### config.mk
export PLATFORM = sky130hd
export DESIGN_NAME = eag_top
export DESIGN_NICKNAME = d
export VERILOG_FILES = /design/src/hdl/eag_pkg.sv /design/src/hdl/eag_offset_adder.sv /design/src/hdl/eag_top.sv
export VERILOG_INCLUDE_DIRS = /design/src /design/src/hdl
export SDC_FILE = /design/constraint.sdc
export NUM_CORES = 1
export LEC_CHECK = 0
export CAP_MARGIN = 20
export CORE_ASPECT_RATIO = 0.9
export CORE_MARGIN = 8
export CORE_UTILIZATION = 65
export CTS_CLUSTER_SIZE = 24
export DETAILED_ROUTE_END_ITERATION = 12
export DONT_BUFFER_PORTS = 1
export HOLD_SLACK_MARGIN = 0.06
export PLACE_DENSITY_LB_ADDON = 0.12
export SYNTH_ARGS = -nofsm -noshare
export SYNTH_HDL_FRONTEND = slang
export SYNTH_SLANG_ARGS = --single-unit
### constraint.sdc
create_clock -name clk -period 5.9 [get_ports clk]
set_input_delay 0 -clock clk [delete_from_list [all_inputs] [get_ports clk]]
set_output_delay 0 -clock clk [all_outputs]
set_load 0.005 [all_outputs]
### src/hdl/eag_regs.svh
`ifndef EAG_REGS_SVH
`define EAG_REGS_SVH

// ----------------------------------------------------------------------
// Widths and field positions
// ----------------------------------------------------------------------
`define EAG_WORD_W      16
`define EAG_PHYS_W      20
`define EAG_SEG_SHIFT   4
`define EAG_DISP8_SIGN  7
`define EAG_PARITY_BIT  2
`define EAG_NIBBLE_W    4
`define EAG_STR_LEN_W   17
`define EAG_STR_LEN_MAX 17'h10000
`define EAG_DIGIT_MAX   4'h9
`define EAG_CS_RESET    16'hFFFF
`define EAG_SEG_RESET   16'h0000

`endif

### src/hdl/eag_pkg.sv
package eag_pkg;

   // ----------------------------------------------------------------------
   // Types
   // ----------------------------------------------------------------------
   typedef enum logic [1:0] {
      EAG_SEG_EXTRA = 2'h0,
      EAG_SEG_CS    = 2'h1,
      EAG_SEG_SS    = 2'h2,
      EAG_SEG_DATA  = 2'h3
   } eag_seg_e;

   typedef enum logic [2:0] {
      EAG_MODE_DIRECT   = 3'h0,
      EAG_MODE_REG_IND  = 3'h1,
      EAG_MODE_BASED    = 3'h2,
      EAG_MODE_INDEXED  = 3'h3,
      EAG_MODE_BI       = 3'h4,
      EAG_MODE_BI_DISP  = 3'h5
   } eag_mode_e;

   // Reference class that picks the implicit segment
   typedef enum logic [1:0] {
      EAG_REF_FETCH  = 2'h0,
      EAG_REF_STACK  = 2'h1,
      EAG_REF_STRDST = 2'h2,
      EAG_REF_DATA   = 2'h3
   } eag_ref_e;

   typedef struct packed {
      eag_mode_e   mode;
      eag_ref_e    kind;
      logic        base_sel;   // 0 base_general_reg, 1 base_pointer_reg
      logic        index_sel;  // 0 source index, 1 destination_index_reg
      logic [1:0]  ind_sel;    // Indirect: src idx, dst idx, base, base ptr
      logic        disp_wide;
      logic [15:0] disp;
      logic        ovr_valid;
      eag_seg_e    ovr_seg;
   } eag_req_s;

   typedef struct packed {
      logic [15:0] code_seg;
      logic [15:0] data_segment_reg;
      logic [15:0] stack_seg;
      logic [15:0] extra_segment_reg;
      logic [15:0] base_general_reg;
      logic [15:0] base_pointer_reg;
      logic [15:0] source_index;
      logic [15:0] destination_index_reg;
   } eag_regs_s;

   typedef struct packed {
      logic [15:0] offset;
      eag_seg_e    seg;
      logic [19:0] phys;
   } eag_addr_s;

   typedef enum logic [2:0] {
      EAG_ST_RUN  = 3'b001,
      EAG_ST_HALT = 3'b010,
      EAG_ST_WAIT = 3'b100
   } eag_state_e;

endpackage

### src/hdl/eag_offset_adder.sv
`include "eag_regs.svh"

// ----------------------------------------------------------------------
// Offset adder: displacement plus base plus index, modulo 2^16
// ----------------------------------------------------------------------
module eag_offset_adder
   import eag_pkg::*;
(
   input  wire logic [15:0] disp,      // Raw displacement
   input  wire logic        disp_wide, // Displacement is 16 bits
   input  wire logic        use_disp,  // Displacement selected
   input  wire logic [15:0] base,      // Base element
   input  wire logic        use_base,  // Base selected
   input  wire logic [15:0] index,     // Index element
   input  wire logic        use_index, // Index selected
   output logic      [15:0] offset     // Effective offset
);

   wire logic [15:0] disp_ext;
   wire logic [15:0] term_d;
   wire logic [15:0] term_b;
   wire logic [15:0] term_i;

   // Sign extension of a short displacement
   assign disp_ext = disp_wide ? disp :
      {{8{disp[`EAG_DISP8_SIGN]}}, disp[7:0]};
   assign term_d   = use_disp  ? disp_ext : 16'h0000;
   assign term_b   = use_base  ? base     : 16'h0000;
   assign term_i   = use_index ? index    : 16'h0000;
   // Carry out of bit 15 dropped by the 16-bit target
   assign offset   = term_d + term_b + term_i;

endmodule

### src/hdl/eag_top.sv
`include "eag_regs.svh"

module eag_top
   import eag_pkg::*;
(
   input  wire logic        clk,           // 250 MHz core clock
   input  wire logic        srst,          // Synchronous reset, high
   // Address request
   input  wire logic        req_valid,     // Operand address request
   input  wire eag_req_s    req,           // Request fields
   output eag_addr_s        addr,          // Registered address result
   output logic             addr_valid,    // Result strobe, one cycle
   // Segment and pointer registers
   input  wire logic        ptr_load,      // Load 32-bit far pointer
   input  wire eag_seg_e    ptr_seg,       // Segment register to reload
   input  wire logic [31:0] ptr_value,     // Segment high, offset low
   input  wire logic        seg_wr,        // Plain segment write
   input  wire eag_seg_e    seg_wr_sel,    // Segment written
   input  wire logic [15:0] seg_wr_data,   // Segment value
   input  wire logic [15:0] base_general_reg,      // Base register
   input  wire logic [15:0] base_pointer_reg,      // Base pointer register
   input  wire logic [15:0] source_index,          // Source index
   input  wire logic [15:0] destination_index_reg, // Destination index
   output logic      [15:0] ptr_offset,    // Offset from last far pointer
   // Operand interpretation
   input  wire logic [15:0] operand,       // Operand value
   input  wire logic        operand_word,  // Operand is a word
   output logic signed [16:0] operand_signed, // Signed value, widened
   output logic       [7:0] packed_digits, // Binary value of packed BCD
   output logic             packed_bad,    // Nibble above nine
   input  wire logic [16:0] str_len,       // Requested string length
   output logic             str_len_ok,    // Length within 1..64K
   // Control
   input  wire logic        halt_instruction, // Halt executed, pulse
   input  wire logic        wait_instr,    // Wait executed, pulse
   input  wire logic        test_pin_n,    // Test pin, active low
   input  wire logic        intr,          // Interrupt pending
   input  wire logic        lock_prefix,   // Lock prefix seen, pulse
   input  wire logic        instr_end,     // Instruction completes, pulse
   output logic             run,           // Execution may proceed
   output logic             bus_lock_n,    // Local bus lock, low
   // Conditional jumps
   input  wire logic        jump_if_count_zero,   // Count-zero jump op
   input  wire logic        jump_on_parity_even,  // Parity-even jump op
   input  wire logic        jump_on_parity_odd,   // Parity-odd jump op
   input  wire logic [15:0] count_reg,     // Count register
   input  wire logic [15:0] flags,         // Status word
   output logic             jump_taken     // Registered jump decision
);

   // ----------------------------------------------------------------------
   // Segment register file
   // ----------------------------------------------------------------------
   logic [15:0] seg_file [4];
   logic [15:0] ptr_off_q;

   // Far pointer load wins over a plain write in the same cycle.
   // Code segment resets high so the first fetch hits the restart
   // address near the top of memory.
   always_ff @(posedge clk) begin
      if (srst) begin
         seg_file[EAG_SEG_EXTRA] <= `EAG_SEG_RESET;
         seg_file[EAG_SEG_CS]    <= `EAG_CS_RESET;
         seg_file[EAG_SEG_SS]    <= `EAG_SEG_RESET;
         seg_file[EAG_SEG_DATA]  <= `EAG_SEG_RESET;
         ptr_off_q               <= 16'h0000;
      end else if (ptr_load) begin
         seg_file[ptr_seg] <= ptr_value[31:16];
         ptr_off_q         <= ptr_value[15:0];
      end else if (seg_wr) begin
         seg_file[seg_wr_sel] <= seg_wr_data;
      end
   end

   assign ptr_offset = ptr_off_q;

   // ----------------------------------------------------------------------
   // Segment selection
   // ----------------------------------------------------------------------
   wire logic stack_base;
   wire logic mode_has_base;
   wire logic ind_stack;
   eag_seg_e  implicit_seg;
   eag_seg_e  final_seg;

   // A base pointer element, as base or as the sole indirect
   // register, steers a data reference to the stack segment
   assign mode_has_base = (req.mode == EAG_MODE_BASED) ||
                          (req.mode == EAG_MODE_BI) ||
                          (req.mode == EAG_MODE_BI_DISP);
   assign ind_stack     = (req.mode == EAG_MODE_REG_IND) &&
                          (req.ind_sel == 2'h3);
   assign stack_base    = (mode_has_base && req.base_sel) || ind_stack;

   // Implicit segment from the reference class
   always_comb begin
      unique case (req.kind)
         EAG_REF_FETCH:  implicit_seg = EAG_SEG_CS;
         EAG_REF_STACK:  implicit_seg = EAG_SEG_SS;
         EAG_REF_STRDST: implicit_seg = EAG_SEG_EXTRA;
         EAG_REF_DATA:
            implicit_seg = stack_base ? EAG_SEG_SS
                                      : EAG_SEG_DATA;
      endcase
   end

   // Override wins over every implicit choice, fetches included
   assign final_seg = req.ovr_valid ? req.ovr_seg
                                    : implicit_seg;

   // ----------------------------------------------------------------------
   // Element selection per addressing mode
   // ----------------------------------------------------------------------
   logic [15:0] base_val;
   logic [15:0] index_val;
   logic        use_disp;
   logic        use_base;
   logic        use_index;

   // Defaults give the plain base and index picks; register
   // indirect reroutes the index path to any of the four
   always_comb begin
      base_val  = req.base_sel  ? base_pointer_reg : base_general_reg;
      index_val = req.index_sel ? destination_index_reg : source_index;
      use_disp  = 1'b0;
      use_base  = 1'b0;
      use_index = 1'b0;
      unique case (req.mode)
         EAG_MODE_DIRECT: begin
            use_disp = 1'b1;
         end
         EAG_MODE_REG_IND: begin
            unique case (req.ind_sel)
               2'h0: index_val = source_index;
               2'h1: index_val = destination_index_reg;
               2'h2: index_val = base_general_reg;
               2'h3: index_val = base_pointer_reg;
            endcase
            use_index = 1'b1;
         end
         EAG_MODE_BASED: begin
            use_disp = 1'b1;
            use_base = 1'b1;
         end
         EAG_MODE_INDEXED: begin
            use_disp  = 1'b1;
            use_index = 1'b1;
         end
         EAG_MODE_BI: begin
            use_base  = 1'b1;
            use_index = 1'b1;
         end
         EAG_MODE_BI_DISP: begin
            use_disp  = 1'b1;
            use_base  = 1'b1;
            use_index = 1'b1;
         end
         default: begin
            use_disp = 1'b1;
         end
      endcase
   end

   wire logic [15:0] eff_off;

   eag_offset_adder u_adder (
      .disp      (req.disp),
      .disp_wide (req.disp_wide),
      .use_disp  (use_disp),
      .base      (base_val),
      .use_base  (use_base),
      .index     (index_val),
      .use_index (use_index),
      .offset    (eff_off)
   );

   // ----------------------------------------------------------------------
   // Physical address
   // ----------------------------------------------------------------------
   wire logic [19:0] seg_shift;
   wire logic [19:0] next_phys;

   // Segment base moved up four bits; the 20-bit sum wraps at the top
   assign seg_shift = {seg_file[final_seg], 4'h0};
   assign next_phys = seg_shift + {4'h0, eff_off};

   // Result holds until the next accepted request
   always_ff @(posedge clk) begin
      if (srst) begin
         addr       <= '0;
         addr_valid <= 1'b0;
      end else begin
         addr_valid <= req_valid && run;
         if (req_valid && run) begin
            addr <= '{offset: eff_off, seg: final_seg, phys: next_phys};
         end
      end
   end

   // ----------------------------------------------------------------------
   // Operand interpretation
   // ----------------------------------------------------------------------
   wire logic [3:0] digit_hi;
   wire logic [3:0] digit_lo;

   // Two's complement widening of a byte or word
   assign operand_signed = operand_word ?
      {operand[15], operand} : {{9{operand[7]}}, operand[7:0]};
   assign digit_hi      = operand[7:4];
   assign digit_lo      = operand[3:0];
   assign packed_digits = 8'(({4'h0, digit_hi} << 3) +
                             ({4'h0, digit_hi} << 1) + {4'h0, digit_lo});
   assign packed_bad    = (digit_hi > `EAG_DIGIT_MAX) ||
                          (digit_lo > `EAG_DIGIT_MAX);
   assign str_len_ok    = (str_len != 17'h00000) &&
                          (str_len <= `EAG_STR_LEN_MAX);

   // ----------------------------------------------------------------------
   // Test pin synchroniser
   // ----------------------------------------------------------------------
   logic test_meta_n;
   logic test_sync_n;

   // Only the second stage feeds logic; the first may go metastable
   always_ff @(posedge clk) begin
      if (srst) begin
         test_meta_n <= 1'b1;
         test_sync_n <= 1'b1;
      end else begin
         test_meta_n <= test_pin_n;
         test_sync_n <= test_meta_n;
      end
   end

   // ----------------------------------------------------------------------
   // Execution state: run, halt, wait
   // ----------------------------------------------------------------------
   eag_state_e state;
   eag_state_e next_state;

   // Halt beats wait; both are ignored unless running, and a wait
   // with the pin already active does not stop at all
   always_comb begin
      next_state = state;
      unique case (state)
         EAG_ST_RUN: begin
            if (halt_instruction) begin
               next_state = EAG_ST_HALT;
            end else if (wait_instr && test_sync_n) begin
               next_state = EAG_ST_WAIT;
            end
         end
         EAG_ST_HALT: begin
            if (intr) begin
               next_state = EAG_ST_RUN;
            end
         end
         EAG_ST_WAIT: begin
            if (!test_sync_n) begin
               next_state = EAG_ST_RUN;
            end
         end
         default: next_state = EAG_ST_RUN;
      endcase
   end

   always_ff @(posedge clk) begin
      if (srst) begin
         state <= EAG_ST_RUN;
      end else begin
         state <= next_state;
      end
   end

   assign run = (state == EAG_ST_RUN);

   // ----------------------------------------------------------------------
   // Bus lock across the next instruction
   // ----------------------------------------------------------------------
   logic lock_armed;
   logic lock_active;

   // Prefix locks and arms. The prefix's own end disarms but keeps
   // the lock; the end of the locked instruction then releases it.
   // A prefix in the same cycle as an end wins.
   always_ff @(posedge clk) begin
      if (srst) begin
         lock_armed  <= 1'b0;
         lock_active <= 1'b0;
      end else if (lock_prefix) begin
         lock_armed  <= 1'b1;
         lock_active <= 1'b1;
      end else if (instr_end) begin
         lock_armed  <= 1'b0;
         lock_active <= lock_armed;
      end
   end

   assign bus_lock_n = !lock_active;

   // ----------------------------------------------------------------------
   // Conditional jump decision
   // ----------------------------------------------------------------------
   wire logic parity_set;
   wire logic next_jump;

   assign parity_set = flags[`EAG_PARITY_BIT];
   assign next_jump  =
      (jump_if_count_zero  && (count_reg == 16'h0000)) ||
      (jump_on_parity_even &&  parity_set) ||
      (jump_on_parity_odd  && !parity_set);

   // Decision registered, one cycle per strobe
   always_ff @(posedge clk) begin
      if (srst) begin
         jump_taken <= 1'b0;
      end else begin
         jump_taken <= next_jump;
      end
   end

endmodule

==> tab_implementation.tex, run 1 <==
\begin{tabular}{lr}
\hline
Metric & Value \\
\hline
\multicolumn{2}{l}{\textbf{Status}} \\
Outcome & finished, final reports clean \\
\multicolumn{2}{l}{\textbf{Synthesis}} \\
Number of distinct library cell variants in the gate-level netlist after synthesis & 66 \\
Register area share after synthesis & 0.3723 \\
Primary flip-flop cell chosen by synthesis mapping & sky130\_fd\_sc\_hd\_\_edfxtp\_1 \\
Post-synth EDFFs & 64 \\
Share of the synthesized area in the top cell type & 0.2306 \\
Cell Area, Synth & 8335 sq um \\
Biggest area consumer among synthesized cells & sky130\_fd\_sc\_hd\_\_edfxtp\_1 \\
Synth cell count leaders & sky130\_fd\_sc\_hd\_\_nand2\_1 (138), sky130\_fd\_sc\_hd\_\_nor2\_1 (90), sky130\_fd\_sc\_hd\_\_edfxtp\_1 (64), sky130\_fd\_sc\_hd\_\_a21oi\_1 (62), sky130\_fd\_sc\_hd\_\_dfxtp\_1 (59) \\
Number of warnings issued by yosys & 0 \\
Area contributors post-synth & sky130\_fd\_sc\_hd\_\_edfxtp\_1 (23\%), sky130\_fd\_sc\_hd\_\_dfxtp\_1 (14\%), sky130\_fd\_sc\_hd\_\_mux2i\_1 (6.8\%) \\
Share of flip-flops with an asynchronous set or reset & 0 \\
Most frequent cell after synthesis & sky130\_fd\_sc\_hd\_\_nand2\_1 \\
Average footprint of a synthesized cell & 8.953 sq um \\
Mapped Nets & 1,207 \\
Number of storage elements in the synthesis netlist & 123 \\
Post-Syn Instances & 931 \\
\multicolumn{2}{l}{\textbf{STA}} \\
Final total negative setup slack & 0 ns \\
Fin crit period & 5.149 ns \\
Share of the clock period used by the worst path after layout & 0.8727 \\
Final Hold Violating Endpoints & 0 \\
Clock skew & 0.007086 ns \\
Max Clk Rate & 0.1942 GHz \\
Relative slew margins & 0.2305 \\
Transition at the pin with the smallest max-transition slack & 1.147 ns \\
Number of pins with negative max-slew slack in the final report & 0 \\
Final number of setup-violating endpoints & 0 \\
RSZ-0062 raised after global routing & false \\
\multicolumn{2}{l}{\textbf{Clock network}} \\
TritonCTS clock tree & built \\
Buffer cell driving the clock tree root & sky130\_fd\_sc\_hd\_\_clkbuf\_16 \\
Number of levels the H-tree was split into & 4 \\
Number of CTS-inserted buffers & 17 \\
Number of buffers on the longest clock path & 2 \\
Count of buffers added by post-CTS timing repair for setup & 0 \\
Clock edge transition at the registers on the reported setup and hold paths & 0.05 ns \\
Clock sink count & 123 \\
Clock latency reported for the late side of the worst-skew pair & 0.42 ns \\
Post-cts sizing count & 0 \\
\multicolumn{2}{l}{\textbf{Power}} \\
Static leakage & 0.004029 uW \\
Pwr dens & 322.4 nW/um\^{}2 \\
VDD IR-drop max & 292.0 uV \\
\multicolumn{2}{l}{\textbf{Layout}} \\
Proportion of layout cells with a drive suffix above 1 & 0.08853 \\
Syn-to-layout area delta & 17.38\% \\
Core occupancy in the finished layout & 0.7772 \\
Net count of the finished layout & 1,257 \\
Fillers & 803 \\
\multicolumn{2}{l}{\textbf{Place}} \\
Hpwl dp & 16.75 mm \\
Final weighted congestion of routability-driven global placement & 0.8550 \\
Count of buffers from port buffering & 0 \\
\multicolumn{2}{l}{\textbf{Routing}} \\
Final routed wire length divided by cell count & 20.98 um \\
Router iterations before antenna repair & 5 \\
Drt first-iter violations & 465 \\
Vias post-DR & 7,305 \\
Total routed wirelength & 24.33 mm \\
Routed via count divided by cell count & 6.297 \\
DRC Markers & 0 \\
Residual antenna-violating net count after detailed routing & 0 \\
\multicolumn{2}{l}{\textbf{Floorplan}} \\
I/O pin count & 310 \\
FP Rows & 39 \\
Initial standard-cell utilization of the core & 0.6621 \\
Overall die area & 16,710 sq um \\
Die height & 123.4 um \\
Horizontal extent of the die & 135.4 um \\
Std-Cell Core Area & 12,590 sq um \\
\multicolumn{2}{l}{\textbf{Critical path}} \\
Critical path endpoint category & register \\
CP Data Required Time & 6.24 ns \\
Critical Path Fanout Max & 16 \\
Crit Path Class & in2reg \\
Worst path arrival time & 5.49 ns \\
Worst setup SP type & input pin \\
\multicolumn{2}{l}{\textbf{Flow run}} \\
Max-cap viol count & 0 \\
\multicolumn{2}{l}{\textbf{Global routing}} \\
Largest net degree at the start of global routing & 55 \\
Initial antenna violation count & 2 \\
Via count of the first global-routing pass & 7,526 \\
Final global-route overflow total & 0 \\
Global-route total usage across every layer & 0.2814 \\
First-pass GRT wire length & 37.15 mm \\
\multicolumn{2}{l}{\textbf{Worst hold path}} \\
Tightest Hold Check Type & in2out \\
\hline
\end{tabular}
==> per-stage QoR <==
step | power (uW) | cells | cell area, sq um | setup slack, ns | hold slack, ns
final | 3155 | 1160 | 9784 | 0.7512 | 0.06204
after global routing | 3327 | 1160 | 9784 | 0.3954 | 0.06806
after global placement | 2046 | 1034 | 8275 | 0.5908 | 0.00009058
after floorplan | 1900 | 931 | 8335 | 0.7856 | 0.05542
after detailed placement | 2086 | 1034 | 8275 | 0.4035 | 0.00008861
after CTS | 3130 | 1154 | 9737 | 0.8212 | 0.06480
==> cell type report <==
type,count,area [sq um],share of cell area
diodes,2,5.005,0.0005115
clock inverters,12,113.9,0.01164
well taps,164,205.2,0.02097
flip-flops and latches,123,3103,0.3171
inverters,50,187.7,0.01918
repair buffers,99,985.9,0.1008
clock buffers,20,456.7,0.04668
multi-input cells,690,4727,0.4831
==> cells in the final DEF, fill, tap and decap left out, types with 3 or more instances in the layout <==
| master | Yosys | final |
|---|---|---|
| sky130_fd_sc_hd__nor3b_1 | 3 | 3 |
| sky130_fd_sc_hd__a211o_1 | 4 | 4 |
| sky130_fd_sc_hd__and2_1 | 13 | 14 |
| sky130_fd_sc_hd__xor2_1 | 6 | 6 |
| sky130_fd_sc_hd__o211ai_1 | 5 | 5 |
| sky130_fd_sc_hd__nand2_1 | 138 | 138 |
| sky130_fd_sc_hd__mux2_4 | 3 | 3 |
| sky130_fd_sc_hd__a21oi_1 | 62 | 61 |
| sky130_fd_sc_hd__nor2_1 | 90 | 90 |
| sky130_fd_sc_hd__o221ai_1 | 6 | 6 |
| sky130_fd_sc_hd__nand4_1 | 4 | 4 |
| sky130_fd_sc_hd__nand2b_1 | 6 | 6 |
| sky130_fd_sc_hd__o221a_2 | 11 | 11 |
| sky130_fd_sc_hd__clkinvlp_4 | 0 | 4 |
| sky130_fd_sc_hd__o21ai_1 | 4 | 4 |
| sky130_fd_sc_hd__a211oi_1 | 25 | 25 |
| sky130_fd_sc_hd__nor4_1 | 6 | 6 |
| sky130_fd_sc_hd__xnor2_1 | 23 | 23 |
| sky130_fd_sc_hd__inv_6 | 0 | 3 |
| sky130_fd_sc_hd__a22oi_1 | 18 | 18 |
| sky130_fd_sc_hd__mux2i_1 | 57 | 57 |
| sky130_fd_sc_hd__nand3_1 | 12 | 12 |
| sky130_fd_sc_hd__clkbuf_16 | 0 | 17 |
| sky130_fd_sc_hd__nor2b_1 | 11 | 11 |
| sky130_fd_sc_hd__mux2_2 | 10 | 10 |
| sky130_fd_sc_hd__nor3_1 | 9 | 9 |
| sky130_fd_sc_hd__ha_1 | 32 | 32 |
| sky130_fd_sc_hd__dfxtp_1 | 59 | 59 |
| sky130_fd_sc_hd__inv_1 | 50 | 50 |
| sky130_fd_sc_hd__buf_4 | 14 | 8 |
| sky130_fd_sc_hd__or2_2 | 6 | 6 |
| sky130_fd_sc_hd__edfxtp_1 | 64 | 64 |
| sky130_fd_sc_hd__o31ai_1 | 3 | 3 |
| sky130_fd_sc_hd__dlygate4sd3_1 | 0 | 89 |
| sky130_fd_sc_hd__a21o_1 | 17 | 17 |
| sky130_fd_sc_hd__o21ai_0 | 36 | 36 |
| sky130_fd_sc_hd__a31oi_1 | 12 | 12 |
| sky130_fd_sc_hd__fa_1 | 19 | 19 |
==> sequential cells by signal (all words and copies together) (netlist names), 3 cells and up <==
register	flops
seg_file	64
addr	34
ptr_offset	16
state	3
==> layer usage <==
layer  GRT usage  vias to the layer above  share of wire  wire length, um
met2      0.5054                      411           0.52            12670
met1      0.2949                     3425           0.35             8565
met5           0                        -              0                0
met4      0.1476                        0          0.033              797
li1            -                     3400              -                -
met3     0.08286                       69          0.094             2299
==> power by group <==
part	total, uW	leakage, uW	switching (uW)	internal (uW)
Sequential	1080	0.00111	68.5	1010
Clock	994	0.000269	390	604
Combinational	1080	0.00265	618	467
==> logic make-up after synthesis <==
| logic type | synth area share |
|---|---|
| xor+xnor | 0.03047 |
| buf+inv | 0.06109 |
| simple gates | 0.1680 |
| fa+ha+maj | 0.09502 |
| flops | 0.3723 |
| mux | 0.08736 |
| compound gates | 0.1858 |
==> worst max-delay path, stage by stage <==
cell and delay, ns:
sky130_fd_sc_hd__inv_1 0.03, sky130_fd_sc_hd__or3_1 0.53, sky130_fd_sc_hd__nand2_1 0.15, sky130_fd_sc_hd__nand2_1 0.34, sky130_fd_sc_hd__o221a_2 0.38, sky130_fd_sc_hd__o21ai_0 0.12
sky130_fd_sc_hd__fa_1 0.46, sky130_fd_sc_hd__inv_1 0.11, sky130_fd_sc_hd__ha_1 0.25, sky130_fd_sc_hd__a211oi_1 0.36, sky130_fd_sc_hd__o21ai_0 0.25, sky130_fd_sc_hd__xor2_1 0.22
sky130_fd_sc_hd__ha_1 0.39, sky130_fd_sc_hd__o21ai_0 0.10, sky130_fd_sc_hd__nor2_1 0.22, sky130_fd_sc_hd__o31ai_1 0.12, sky130_fd_sc_hd__a2111o_1 0.40, sky130_fd_sc_hd__nand3_2 0.11
sky130_fd_sc_hd__a31oi_4 0.13, sky130_fd_sc_hd__o31ai_2 0.29, sky130_fd_sc_hd__mux2_4 0.33, sky130_fd_sc_hd__a211oi_2 0.20
==> path summary, 6_finish.rpt <==
path | startpoint | to | slack (ns) | cells after the start
hold / removal | str_len[16] | str_len_ok | 0.06 | 1
setup / recovery | req[26] | addr[17]$_SDFFE_PP0P_ | 0.75 | 22
setup reg to reg | seg_file[1][0]$_SDFFCE_PN1P_ | addr[18]$_SDFFE_PP0P_ | 2.41 | 14
hold reg to reg | test_meta_n$_SDFF_PP1_ | test_sync_n$_SDFF_PP1_ | 0.44 | 1
==> what timing repair did <==
action                                  in CTS  in global routing
endpoints found under the setup margin       0                  0
endpoints found under the hold margin      129                  1
hold buffers                                88                  2
No activity file was read; power rests on OpenSTA's default activity.
==> run 2, diff against run 1 <==
CORE_UTILIZATION = 61   (was 65)
==> tab_implementation.tex, run 2 (synthesis gave the netlist of run 1 again) <==
\begin{tabular}{lr}
\hline
Metric & Value \\
\hline
\multicolumn{2}{l}{\textbf{Status}} \\
Outcome & finished, final reports clean \\
\multicolumn{2}{l}{\textbf{STA}} \\
Final total negative setup slack & 0 ns \\
Number of pins with negative max-slew slack in the final report & 0 \\
Final number of setup-violating endpoints & 0 \\
Hold Worst Slack & 0.06301 ns \\
Max Clk Rate & 0.1828 GHz \\
Transition at the pin with the smallest max-transition slack & 1.080 ns \\
Fin crit period & 5.470 ns \\
Relative slew margins & 0.2803 \\
Clock skew & 0.01232 ns \\
Final Hold Violating Endpoints & 0 \\
Share of the clock period used by the worst path after layout & 0.9271 \\
RSZ-0062 raised after global routing & false \\
\multicolumn{2}{l}{\textbf{Routing}} \\
Residual antenna-violating net count after detailed routing & 0 \\
Routed via count divided by cell count & 6.324 \\
Total routed wirelength & 24.85 mm \\
Final routed wire length divided by cell count & 21.44 um \\
DRC Markers & 0 \\
Router iterations before antenna repair & 5 \\
Drt first-iter violations & 561 \\
Vias post-DR & 7,330 \\
\multicolumn{2}{l}{\textbf{Flow run}} \\
Max-cap viol count & 0 \\
\multicolumn{2}{l}{\textbf{Critical path}} \\
Worst setup SP type & input pin \\
CP Data Required Time & 6.26 ns \\
Critical Path Fanout Max & 15 \\
Critical path endpoint category & register \\
Worst path arrival time & 5.83 ns \\
Crit Path Class & in2reg \\
\multicolumn{2}{l}{\textbf{Clock network}} \\
Number of CTS-inserted buffers & 17 \\
Number of levels the H-tree was split into & 4 \\
Clock sink count & 123 \\
Number of buffers on the longest clock path & 2 \\
Clock latency reported for the late side of the worst-skew pair & 0.42 ns \\
Buffer cell driving the clock tree root & sky130\_fd\_sc\_hd\_\_clkbuf\_16 \\
TritonCTS clock tree & built \\
Count of buffers added by post-CTS timing repair for setup & 0 \\
Clock edge transition at the registers on the reported setup and hold paths & 0.06 ns \\
\multicolumn{2}{l}{\textbf{Floorplan}} \\
Overall die area & 17,670 sq um \\
I/O pin count & 310 \\
FP Rows & 40 \\
Std-Cell Core Area & 13,360 sq um \\
Initial standard-cell utilization of the core & 0.6238 \\
Horizontal extent of the die & 139.2 um \\
Die height & 126.9 um \\
\multicolumn{2}{l}{\textbf{Layout}} \\
Proportion of layout cells with a drive suffix above 1 & 0.08889 \\
Syn-to-layout area delta & 16.86\% \\
Commonest non-fill, non-tap cells in the layout & sky130\_fd\_sc\_hd\_\_nand2\_1 (137), sky130\_fd\_sc\_hd\_\_nor2\_1 (90), sky130\_fd\_sc\_hd\_\_dlygate4sd3\_1 (86) \\
Final cell area excluding filler cells & 9741 sq um \\
Commonest non-fill, non-tap cell in the layout & sky130\_fd\_sc\_hd\_\_nand2\_1 \\
Largest Register & seg\_file \\
Net count of the finished layout & 1,253 \\
Core occupancy in the finished layout & 0.7289 \\
Max reg flops & 64 \\
\multicolumn{2}{l}{\textbf{Power}} \\
Static leakage & 0.004000 uW \\
VDD IR-drop max & 268.3 uV \\
Pwr dens & 324.5 nW/um\^{}2 \\
\multicolumn{2}{l}{\textbf{Global routing}} \\
Global-route total usage across every layer & 0.2698 \\
Via count of the first global-routing pass & 7,489 \\
First-pass GRT wire length & 38.59 mm \\
Final global-route overflow total & 0 \\
Largest net degree at the start of global routing & 55 \\
Initial antenna violation count & 1 \\
\multicolumn{2}{l}{\textbf{Place}} \\
Count of buffers from port buffering & 0 \\
Area after detailed placement & 8273 sq um \\
Final weighted congestion of routability-driven global placement & 0.8964 \\
Hpwl dp & 17.23 mm \\
\multicolumn{2}{l}{\textbf{Worst hold path}} \\
Tightest Hold Check Type & in2out \\
\hline
\end{tabular}
## run 2: changes by cell type in the layout (fill, tap and decap cells not counted), sizes merged
cell,delta
dlygate4sd3,-3
inv,+3
clkbuf,-2
clkinv,-2
buf,-1
clkinvlp,+1
diode,-1
## run 2: final timing paths
| kind | startpoint | end | slack (ns) | cells after the start |
|---|---|---|---|---|
| worst max-delay path | req[26] | addr[19]$_SDFFE_PP0P_ | 0.43 | 24 |
| worst min-delay path | str_len[16] | str_len_ok | 0.06 | 1 |
| worst max register to register | seg_file[1][1]$_SDFFCE_PN1P_ | addr[19]$_SDFFE_PP0P_ | 2.05 | 14 |
| worst min register to register | test_meta_n$_SDFF_PP1_ | test_sync_n$_SDFF_PP1_ | 0.44 | 1 |
## run 2: metal layers
layer / vias to the layer above / global-route usage / part of all wire
met5: - / 0 / 0
met4: 0 / 0.1206 / 0.035
met3: 71 / 0.06637 / 0.071
met2: 352 / 0.5069 / 0.53
met1: 3509 / 0.2798 / 0.36
li1: 3398 / - / -
## run 2: layout make-up
| class | instances | area (sq um) |
|---|---|---|
| multi-input cells | 690 | 4730 |
| fillers | 1003 | 3622 |
| flip-flops and latches | 123 | 3103 |
| repair buffers | 95 | 940.9 |
| clock buffers | 18 | 429.2 |
| well taps | 168 | 210.2 |
| inverters | 50 | 187.7 |
| clock inverters | 14 | 137.6 |
| diodes | 1 | 2.502 |
## run 2: through the flow
stage               worst slack [ns]  instances  total power (uW)
floorplan                     0.7856        931              1900
global placement              0.5430       1037              2053
detailed placement            0.3783       1037              2097
CTS                           0.3981       1156              3143
global route                 0.07120       1159              3329
finish                        0.4299       1159              3161
## run 2: worst max-delay path, cell delays in order
cell and delay, ns:
sky130_fd_sc_hd__inv_1 0.03, sky130_fd_sc_hd__or3_1 0.53, sky130_fd_sc_hd__nand2_1 0.17, sky130_fd_sc_hd__buf_4 0.23, sky130_fd_sc_hd__o221a_2 0.21, sky130_fd_sc_hd__o21ai_0 0.11
sky130_fd_sc_hd__fa_1 0.51, sky130_fd_sc_hd__inv_1 0.05, sky130_fd_sc_hd__ha_1 0.23, sky130_fd_sc_hd__fa_1 0.48, sky130_fd_sc_hd__nand3_1 0.11, sky130_fd_sc_hd__nand2_1 0.07
sky130_fd_sc_hd__xor2_1 0.36, sky130_fd_sc_hd__ha_1 0.33, sky130_fd_sc_hd__a211oi_1 0.23, sky130_fd_sc_hd__nor2_1 0.13, sky130_fd_sc_hd__o31a_1 0.29, sky130_fd_sc_hd__a41oi_1 0.25
sky130_fd_sc_hd__nand3_2 0.14, sky130_fd_sc_hd__a31oi_4 0.28, sky130_fd_sc_hd__o31ai_2 0.13, sky130_fd_sc_hd__xnor2_1 0.16, sky130_fd_sc_hd__a211oi_2 0.23, sky130_fd_sc_hd__dlygate4sd3_1 0.57
## run 2: timing repair
item                       CTS  global route
gates resized for setup      0             1
setup endpoints to repair    0             1
hold buffers                87             0
hold endpoints to repair   129             0
## run 2: power by group
group          switching, uW  internal, uW
clock network            410           588
logic                    620           466
registers               70.1          1010
